===== src/verilog/psr_pkg.sv =====
// Package of constants and types for the serial-out shift register
package psr_pkg;

    // ----------------------------------------------------------------
    // Geometry
    // ----------------------------------------------------------------
    localparam int PSR_STAGES = 8;
    localparam int PSR_LAST = PSR_STAGES - 1;
    localparam int PSR_SYNC_DEPTH = 3;

    // ----------------------------------------------------------------
    // Control pin bundle, bit positions
    // ----------------------------------------------------------------
    localparam int PSR_CTRL_W = 4;
    localparam int PSR_CTRL_SEL = 0;
    localparam int PSR_CTRL_CLK = 1;
    localparam int PSR_CTRL_BLK = 2;
    localparam int PSR_CTRL_CHAIN = 3;

    // ----------------------------------------------------------------
    // Reset values and pin levels
    // ----------------------------------------------------------------
    localparam logic [PSR_CTRL_W-1:0] PSR_CTRL_RST = 4'h1;
    localparam logic [PSR_STAGES-1:0] PSR_PAR_RST = 8'h00;
    localparam logic [PSR_STAGES-1:0] PSR_KNOWN_RST = 8'h00;
    localparam logic [PSR_STAGES-1:0] PSR_KNOWN_ALL = 8'hff;
    localparam logic PSR_PULL_LEVEL = 1'b0;

    // ----------------------------------------------------------------
    // Operating modes
    // ----------------------------------------------------------------
    typedef enum logic [1:0] {
        PSR_MODE_HOLD,
        PSR_MODE_CAPTURE,
        PSR_MODE_SHIFT
    } psr_mode_t;

endpackage : psr_pkg


===== src/verilog/psr_pin_sync.sv =====
// Three-stage pin synchroniser with agreement filter
`timescale 1ns/100ps
module psr_pin_sync #(
    parameter int WIDTH = 1,
    parameter logic [WIDTH-1:0] RST_VAL = '0
) (
    input wire logic clk_sys,
    input wire logic arst_n,
    input wire logic [WIDTH-1:0] pin_in,
    output logic [WIDTH-1:0] level_out
);

    logic [WIDTH-1:0] meta_r;
    logic [WIDTH-1:0] sync2_r;
    logic [WIDTH-1:0] sync3_r;

    // ----------------------------------------------------------------
    // Chain
    // ----------------------------------------------------------------
    // First flop feeds only the second one
    always_ff @(posedge clk_sys or negedge arst_n) begin
        if (!arst_n) begin
            meta_r <= RST_VAL;
            sync2_r <= RST_VAL;
            sync3_r <= RST_VAL;
        end else begin
            meta_r <= pin_in;
            sync2_r <= meta_r;
            sync3_r <= sync2_r;
        end
    end

    // ----------------------------------------------------------------
    // Agreement filter
    // ----------------------------------------------------------------
    // Per bit: a change counts once second and third agree
    always_ff @(posedge clk_sys or negedge arst_n) begin
        if (!arst_n) begin
            level_out <= RST_VAL;
        end else begin
            for (int i = 0; i < WIDTH; i++) begin
                if (sync2_r[i] == sync3_r[i]) begin
                    level_out[i] <= sync3_r[i];
                end
            end
        end
    end

endmodule : psr_pin_sync


===== src/verilog/psr_shift_reg.sv =====
// Parallel or serial in, serial out shift register with open-drain outputs
`timescale 1ns/100ps

module psr_shift_reg (
    input wire logic clk_sys,
    input wire logic arst_n,
    input wire logic capture_select,
    input wire logic shift_clock,
    input wire logic clock_block,
    input wire logic chain_input,
    input wire logic [psr_pkg::PSR_STAGES-1:0] par_in,
    output logic serial_true_out,
    output logic serial_true_oe,
    output logic serial_inv_out,
    output logic serial_inv_oe,
    output logic last_stage_known
);
    import psr_pkg::*;

    // ----------------------------------------------------------------
    // Declarations
    // ----------------------------------------------------------------
    logic [PSR_CTRL_W-1:0] ctrl_pins;
    logic [PSR_CTRL_W-1:0] ctrl_lvl;
    logic [PSR_STAGES-1:0] par_lvl;
    logic sel_lvl;
    logic clk_lvl;
    logic blk_lvl;
    logic chain_lvl;
    logic clk_prev_r;
    logic blk_prev_r;
    logic clk_rise;
    logic blk_rise;
    logic shift_evt;
    logic [2:0] settle_r;
    logic armed_r;
    psr_mode_t mode;
    logic [PSR_STAGES-1:0] stage_r;
    logic [PSR_STAGES-1:0] stage_nxt;
    logic [PSR_STAGES-1:0] known_r;
    logic [PSR_STAGES-1:0] known_nxt;

    // ----------------------------------------------------------------
    // Pin synchronisers
    // ----------------------------------------------------------------
    // Pins come from another domain; both bundles see equal latency so
    // data and clock stay aligned after filtering
    always_comb begin
        ctrl_pins = '0;
        ctrl_pins[PSR_CTRL_SEL] = capture_select;
        ctrl_pins[PSR_CTRL_CLK] = shift_clock;
        ctrl_pins[PSR_CTRL_BLK] = clock_block;
        ctrl_pins[PSR_CTRL_CHAIN] = chain_input;
    end

    psr_pin_sync #(
        .WIDTH(PSR_CTRL_W),
        .RST_VAL(PSR_CTRL_RST)
    ) u_ctrl_sync (
        .clk_sys(clk_sys),
        .arst_n(arst_n),
        .pin_in(ctrl_pins),
        .level_out(ctrl_lvl)
    );

    psr_pin_sync #(
        .WIDTH(PSR_STAGES),
        .RST_VAL(PSR_PAR_RST)
    ) u_par_sync (
        .clk_sys(clk_sys),
        .arst_n(arst_n),
        .pin_in(par_in),
        .level_out(par_lvl)
    );

    assign sel_lvl = ctrl_lvl[PSR_CTRL_SEL];
    assign clk_lvl = ctrl_lvl[PSR_CTRL_CLK];
    assign blk_lvl = ctrl_lvl[PSR_CTRL_BLK];
    assign chain_lvl = ctrl_lvl[PSR_CTRL_CHAIN];

    // ----------------------------------------------------------------
    // Edge detection
    // ----------------------------------------------------------------
    // Filtered levels sit at their reset values until the pin filter
    // has refilled, so a pin already high at release would look like
    // a rising edge; edges stay ignored until the hold-off runs out
    // Costs five cycles after release, far below any pin hold time
    always_ff @(posedge clk_sys or negedge arst_n) begin
        if (!arst_n) begin
            settle_r <= 3'h0;
        end else if (!armed_r) begin
            settle_r <= settle_r + 3'h1;
        end
    end

    always_ff @(posedge clk_sys or negedge arst_n) begin
        if (!arst_n) begin
            armed_r <= 1'b0;
        end else if (settle_r == 3'(PSR_SYNC_DEPTH + 1)) begin
            armed_r <= 1'b1;
        end
    end

    always_ff @(posedge clk_sys or negedge arst_n) begin
        if (!arst_n) begin
            clk_prev_r <= 1'b1;
            blk_prev_r <= 1'b1;
        end else begin
            clk_prev_r <= clk_lvl;
            blk_prev_r <= blk_lvl;
        end
    end

    assign clk_rise = clk_lvl & ~clk_prev_r;
    assign blk_rise = blk_lvl & ~blk_prev_r;

    // Either input clocks while the other stays low
    assign shift_evt = armed_r & ((clk_rise & ~blk_lvl) | (blk_rise & ~clk_lvl));

    // ----------------------------------------------------------------
    // Mode selection
    // ----------------------------------------------------------------
    // Capture is level driven and needs no arming
    always_comb begin
        if (!sel_lvl) begin
            mode = PSR_MODE_CAPTURE;
        end else if (shift_evt) begin
            mode = PSR_MODE_SHIFT;
        end else begin
            mode = PSR_MODE_HOLD;
        end
    end

    // ----------------------------------------------------------------
    // Stage chain
    // ----------------------------------------------------------------
    always_comb begin
        case (mode)
            PSR_MODE_CAPTURE: begin
                // Followed every cycle, not on any shift edge
                stage_nxt = par_lvl;
            end
            PSR_MODE_SHIFT: begin
                stage_nxt = {stage_r[PSR_LAST-1:0], chain_lvl};
            end
            PSR_MODE_HOLD: begin
                stage_nxt = stage_r;
            end
            default: begin
                stage_nxt = stage_r;
            end
        endcase
    end

    // Deliberately no reset: contents are undefined until loaded
    always_ff @(posedge clk_sys) begin
        stage_r <= stage_nxt;
    end

    // ----------------------------------------------------------------
    // Known-content tracking
    // ----------------------------------------------------------------
    // Lets the system see when the last stage holds loaded data; bits
    // enter at stage 0 and march toward the output with the data
    always_comb begin
        case (mode)
            PSR_MODE_CAPTURE: begin
                known_nxt = PSR_KNOWN_ALL;
            end
            PSR_MODE_SHIFT: begin
                known_nxt = {known_r[PSR_LAST-1:0], 1'b1};
            end
            PSR_MODE_HOLD: begin
                known_nxt = known_r;
            end
            default: begin
                known_nxt = known_r;
            end
        endcase
    end

    always_ff @(posedge clk_sys or negedge arst_n) begin
        if (!arst_n) begin
            known_r <= PSR_KNOWN_RST;
        end else begin
            known_r <= known_nxt;
        end
    end

    assign last_stage_known = known_r[PSR_LAST];

    // ----------------------------------------------------------------
    // Open-drain outputs
    // ----------------------------------------------------------------
    // Driven level is always low; a high is only ever a release
    assign serial_true_out = PSR_PULL_LEVEL;
    assign serial_inv_out = PSR_PULL_LEVEL;

    // Taken straight from the last stage flop; during capture that
    // stage holds input H
    assign serial_true_oe = ~stage_r[PSR_LAST];
    assign serial_inv_oe = stage_r[PSR_LAST];

endmodule : psr_shift_reg


===== config.mk =====
export PLATFORM = sky130hd
export DESIGN_NAME = psr_shift_reg
export DESIGN_NICKNAME = d
export VERILOG_FILES = /design/src/verilog/psr_pkg.sv /design/src/verilog/psr_pin_sync.sv /design/src/verilog/psr_shift_reg.sv
export SDC_FILE = /design/constraint.sdc
export NUM_CORES = 1
export LEC_CHECK = 0
export ABC_AREA = 1
export BUFFER_PORTS_ARGS = -buffer_cell sky130_fd_sc_hd__buf_2
export CORE_MARGIN = 2
export CORE_UTILIZATION = 52
export DETAILED_ROUTE_END_ITERATION = 10
export GPL_ROUTABILITY_DRIVEN = 0
export PLACE_DENSITY_LB_ADDON = 0.12
export SETUP_SLACK_MARGIN = 0.2
export SYNTH_ARGS = -nofsm -noshare
export SYNTH_HDL_FRONTEND = slang
export SYNTH_SLANG_ARGS = --single-unit

===== constraint.sdc =====
create_clock -name clk_sys -period 1.4 [get_ports clk_sys]
set_clock_uncertainty 0.05 [all_clocks]
set_input_delay 0.28 -clock clk_sys [delete_from_list [all_inputs] [get_ports clk_sys]]
set_output_delay 0.28 -clock clk_sys [all_outputs]
set_load 0.03 [all_outputs]

; Word level (Yosys, flattened, before mapping)
; Cells that the tools add are included.
[word_totals]
register_bits = 70
input_bits = 14
output_inout_bits = 5
word_cells = 56
[op_classes]
n_addsub = 1
eq_ne = 15
muxes = 4
bitwise = 11
n_reduce_logical = 1
[ops]
columns = op, count
row1 = $pmux 8 s2, 2
row2 = $eq 1x1->1, 12
row3 = $and 1x1->1, 5
row4 = $not 1->1, 5
row5 = $mux 2, 2
row6 = $add 3x1->3 const B, 1
row7 = $eq 3x3->1 const B, 1
row8 = $eq 2x1->1 const B, 1
row9 = $eq 2x2->1 const B, 1
row10 = $reduce_bool 2->1, 1
row11 = $or 1x1->1, 1

; Depth between registers and ports, before layout
[depth]
depth_word = 9
mapped_depth = 7
ltp_nobuf = 7

; Modules after synthesis
; Synthesis repeated with hierarchy kept, for this count alone.
[unflattened]
hier_cells = 210
area_unflattened_um2 = 2493.6
[modules_own_cells]
columns = mod, instances, cells_each, area_each_um2, seq_area_each_um2
row1 = psr_shift_reg, 1, 114, 1092.3, 593.1
row2 = psr_pin_sync at u_par_sync, 1, 64, 930.9, 800.8
row3 = psr_pin_sync at u_ctrl_sync, 1, 32, 470.5, 405.4

; Worst setup path before layout
; No wires, ideal clock.
[synth_timing]
kind = flip-flop to flip-flop
from = register u_ctrl_sync.level_out[0]
to = register stage_r[0] (enable)
setup_ps = 298
arrival_time_ps = 1053
t_required_ps = 1052
slack_ps = 0
stages_incl_launch_ff = 4
n_path_buf = 2
period_less_slack_ps = 1400
cell_sequence = dfstp_2 -> buf_2 -> buf_2 -> nand2_1
[synth_between]
elab_chain_len = 3
word_cells_on_any_way = 4
classes_between = eq/ne (2) / mux (1) / reduce/logical (1)
[synth_rtl]
columns = item, line
row1 = "start, declared", psr_pin_sync.sv:10  ; output logic [WIDTH-1:0] level_out
row2 = "start signal, assigned by index", psr_pin_sync.sv:43  ; level_out[i] <= sync3_r[i];
row3 = $mux 2 *, psr_shift_reg.sv:125  ; if (!sel_lvl) begin
row4 = $eq 2x2->1 or $eq 2x1->1 (tied branches), psr_shift_reg.sv:138  ; case (mode)
row5 = $reduce_bool 2->1 (no source line) *, -
row6 = "end signal, assigned", psr_shift_reg.sv:157  ; stage_r <= stage_nxt;
row7 = "end, declared", psr_shift_reg.sv:38  ; logic [PSR_STAGES-1:0] stage_r;
; Mark *: on every way between the ends. The rest lies on a longest branch, timed or not.
; A chain may end at the register's enable or synchronous reset.

; Worst setup path in the final report
[layout_timing]
from = register blk_prev_r
to = register stage_r[2] (data pin)
[layout_between]
elab_chain_len = 9
word_cells_on_any_way = 10
classes_between = eq/ne (2) / mux (3) / bitwise (5)
[layout_rtl]
columns = item, line
row1 = "start, declared", psr_shift_reg.sv:31  ; logic blk_prev_r;
row2 = "start signal, assigned", psr_shift_reg.sv:110  ; blk_prev_r <= blk_lvl;
row3 = $not 1->1 *, psr_shift_reg.sv:115  ; assign blk_rise = blk_lvl & ~blk_prev_r;
row4 = $and 1x1->1 *, psr_shift_reg.sv:115
row5 = $and 1x1->1 *, psr_shift_reg.sv:118  ; assign shift_evt = armed_r & ((clk_rise & ~blk_lvl) | (blk_rise & ~clk_lvl));
row6 = $or 1x1->1 *, psr_shift_reg.sv:118
row7 = $and 1x1->1 *, psr_shift_reg.sv:118
row8 = $mux 2 *, psr_shift_reg.sv:127  ; end else if (shift_evt) begin
row9 = $mux 2 *, psr_shift_reg.sv:125
row10 = $eq 2x2->1 or $eq 2x1->1 (tied branches), psr_shift_reg.sv:138
row11 = $pmux 8 s2 *, psr_shift_reg.sv:138
row12 = net stage_nxt[2], psr_shift_reg.sv:39  ; logic [PSR_STAGES-1:0] stage_nxt;
; Mark *: on every way through the listed nets, which the timed path passes. The rest lies on a longest branch.

==> results.txt <==
Xor/xnor share of the synthesized area = 0.007243
Max IR drop VDD = 1030 uV
Internal power = 3.456 mW
Crit path max fanout = 8
Synth Area in Compound Gates = 0.03104
Yosys cell types = 21
Area delta synth->final = 27.63%
Row count = 24
Sequential area share after synthesis = 0.7439
Synth Cell Area = 2419 um2
Fraction of layout cells with a size suffix above 1 = 0.3319
CP required = 1.45 ns
Synth Warn # = 0
Final min period = 1.328 ns
Clk root buf = clkbuf_8
Hpwl dp = 2054 um
Nets@finish = 240
CP Launch Type = register
Synth top cells by count = dfrtp_1 (56), inv_1 (32), nand2_1 (20)
Overall routing resource usage = 0.1689
DRT Wirelength = 3582 um
Mapped Avg Cell Area = 13.90 um2
Die ar. = 5213 um2
Via-to-Cell Ratio = 4.698
Post-route cell area = 3087 um2
IO Port Bufs = 16
Top Usage Layer GRT = met2
Tot Pwr = 4.501 mW
Switching pwr = 1.045 mW
Leak = 1.430 nW
Die Wd = 72.20 um
Via count = 1,320
Initial core utilization = 0.5479
I/O pin cnt = 19
Final setup TNS = 0 ns
Total placed cells including tap cells = 241
CTS buffer count = 9
Vias in the first global route = 1,374
ANT cells = 0
WS Path Type = reg2reg
Adder and majority cell fraction of the synthesized area = 0.06001
MaxCap Viol Count = 0
Total gr overflow = 0
Initial antenna violation count = 0
Sequential share of power = 0.508
Most frequent cell after synthesis = dfrtp_1
Finished Layout Cells = 281
PwrDens = 1458 nW/um2
Synth top area cells = dfrtp_1 (58%), edfxtp_1 (9.9%), dfstp_2 (6.5%)
Clk pwr share = 0.404
Fin crit share = 0.9488
Switching share of power = 0.2321
FF+latch count, synth = 70
Fin. max-slew vios = 0
Drt pass-1 iters = 4
WL per Instance = 12.75 um
Worst hold slack = 0.3024 ns
Global-route wire length before repair = 6306 um
Clock sinks = 70
Fin. Hold Viols = 0
Die height = 72.20 um
Endpoints failing setup = 0
Worst setup EP type = register
Post-Synth Simple-Gate Area = 0.08846
Post-synthesis mux area share = 0
DRC Markers = 0
Longest Clk Path Bufs = 2
Met3 Resource Use GR = 0.08750
Post-synth top area cell = dfrtp_1
Largest net degree at the start of global routing = 49
Synthesized instance count = 174
WP data arrival = 1.38 ns
Unrepaired setup endpoints after global routing = yes
Hold crit path type = reg2reg
Largest family of logic cells by synthesized area = simple AND/OR/NAND/NOR gates
Met1 GRT Util = 0.2040
Gate power share = 0.088
Asr flop ratio synth = 0.8857
Core Area = 4414 um2
Initial DRC count = 23
Top-area cell type share of the netlist area = 0.5794
CTS tree = done
Clk pin slew, worst setup/hold paths = 0.07 ns
EDFF count, synth = 8
CTS H-tree lvls = 3
Outcome = finished clean
Maximum clock rate = 752.8 MHz
Main flop type after synthesis = dfrtp_1
Area post-placement = 2579 um2
Worst-skew pair later-pin latency = 0.35 ns
Post-DRT Antenna Nets = 0
Routing usage on met2 = 0.2569
[placed cells by master (no fill, tap or decap), drive strengths merged]
| cell | n |
|---|---|
| dfrtp | 56 |
| inv | 33 |
| buf | 30 |
| nand2 | 22 |
| dlygate4sd3 | 13 |
| maj3 | 12 |
| nand3 | 12 |
| clkbuf | 10 |
| o21ai | 9 |
| edfxtp | 8 |
| nand4 | 7 |
| dfstp | 6 |
| ha | 2 |
| conb | 2 |
| bufinv | 2 |
| clkinv | 2 |
| xor2 | 1 |
| xnor2 | 1 |
| clkinvlp | 1 |
[path summary, 6_finish.rpt]
path / start / endpoint / slack, ns / cells past startpoint
worst max-delay path: blk_prev_r / stage_r[2] / 0.07 / 6
worst min register to register: u_ctrl_sync.meta_r[1] / u_ctrl_sync.sync2_r[1] / 0.30 / 0
max in group asynchronous: arst_n / armed_r / 0.40 / 3
worst min-delay path: u_ctrl_sync.meta_r[1] / u_ctrl_sync.sync2_r[1] / 0.30 / 0
worst max register to register: blk_prev_r / stage_r[2] / 0.07 / 6
min in group asynchronous: arst_n / u_ctrl_sync.sync3_r[1] / 0.32 / 2
[critical path, cell delays in order, from the launching register on]
cell and delay (ns):
dfstp_2 0.53, inv_2 0.03, nand3_2 0.08, nand2_4 0.09, nand3_4 0.13, buf_4 0.13
o21ai_2 0.04
[power groups by stage]
| stage | clock network [mW] | registers [mW] | logic (mW) |
|---|---|---|---|
| finish | 1.82 | 2.29 | 0.397 |
| global route | 1.96 | 2.30 | 0.444 |
| CTS | 1.88 | 2.28 | 0.371 |
| detailed placement | 0 | 2.32 | 0.296 |
| global placement | 0 | 2.31 | 0.284 |
| floorplan | 0 | 2.31 | 0.204 |
[cell families after synthesis]
logic type / Yosys count
AND/OR/NAND/NOR: 40
other: 1
flip-flops: 70
XOR/XNOR: 2
buffers and inverters: 38
AO/OA/AOI/OAI: 9
adder cells (fa/ha/maj): 14
[sequential cells by signal, summed over array words and instances, names as in the netlist, 8 cells and up]
name	cells
stage_r	8
u_par_sync.meta_r	8
known_r	8
u_par_sync.level_out	8
u_par_sync.sync2_r	8
u_par_sync.sync3_r	8
[per-layer routing]
layer / up-vias / wire length (um) / part of all wire
li1: 649 / - / -
met1: 641 / 1572 / 0.44
met2: 23 / 1771 / 0.49
met3: 7 / 195 / 0.054
met4: 0 / 42 / 0.012
met5: - / 0 / 0
[stage by stage]
stage | utilization | setup slack (ns)
6_report | 0.6993 | 0.07166
5_1_grt | 0.6993 | 0.01582
4_1_cts | 0.6862 | 0.06941
3_5_place_dp | 0.5842 | 0.02420
3_3_place_gp | 0.5842 | 0.06862
2_1_floorplan | - | 0.08873
[what timing repair did]
action | 4_1_cts | 5_1_grt
gates cloned | 1 | 0
pin swaps | 2 | 1
buffers inserted | 4 | 6
endpoints found under the setup margin | 27 | 27
gates resized for setup | 12 | 8
endpoints found under the hold margin | 20 | 0
hold buffers | 13 | 0
[final cells by class]
| type | instances | area (um2) |
|---|---|---|
| flip-flops and latches | 70 | 1800 |
| clock inverters | 6 | 93.84 |
| fillers | 317 | 1328 |
| clock buffers | 10 | 137.6 |
| well taps | 52 | 65.06 |
| repair buffers | 43 | 361.6 |
| multi-input cells | 68 | 508.0 |
| inverters | 32 | 120.1 |
Power figures use the tool's default switching activity.
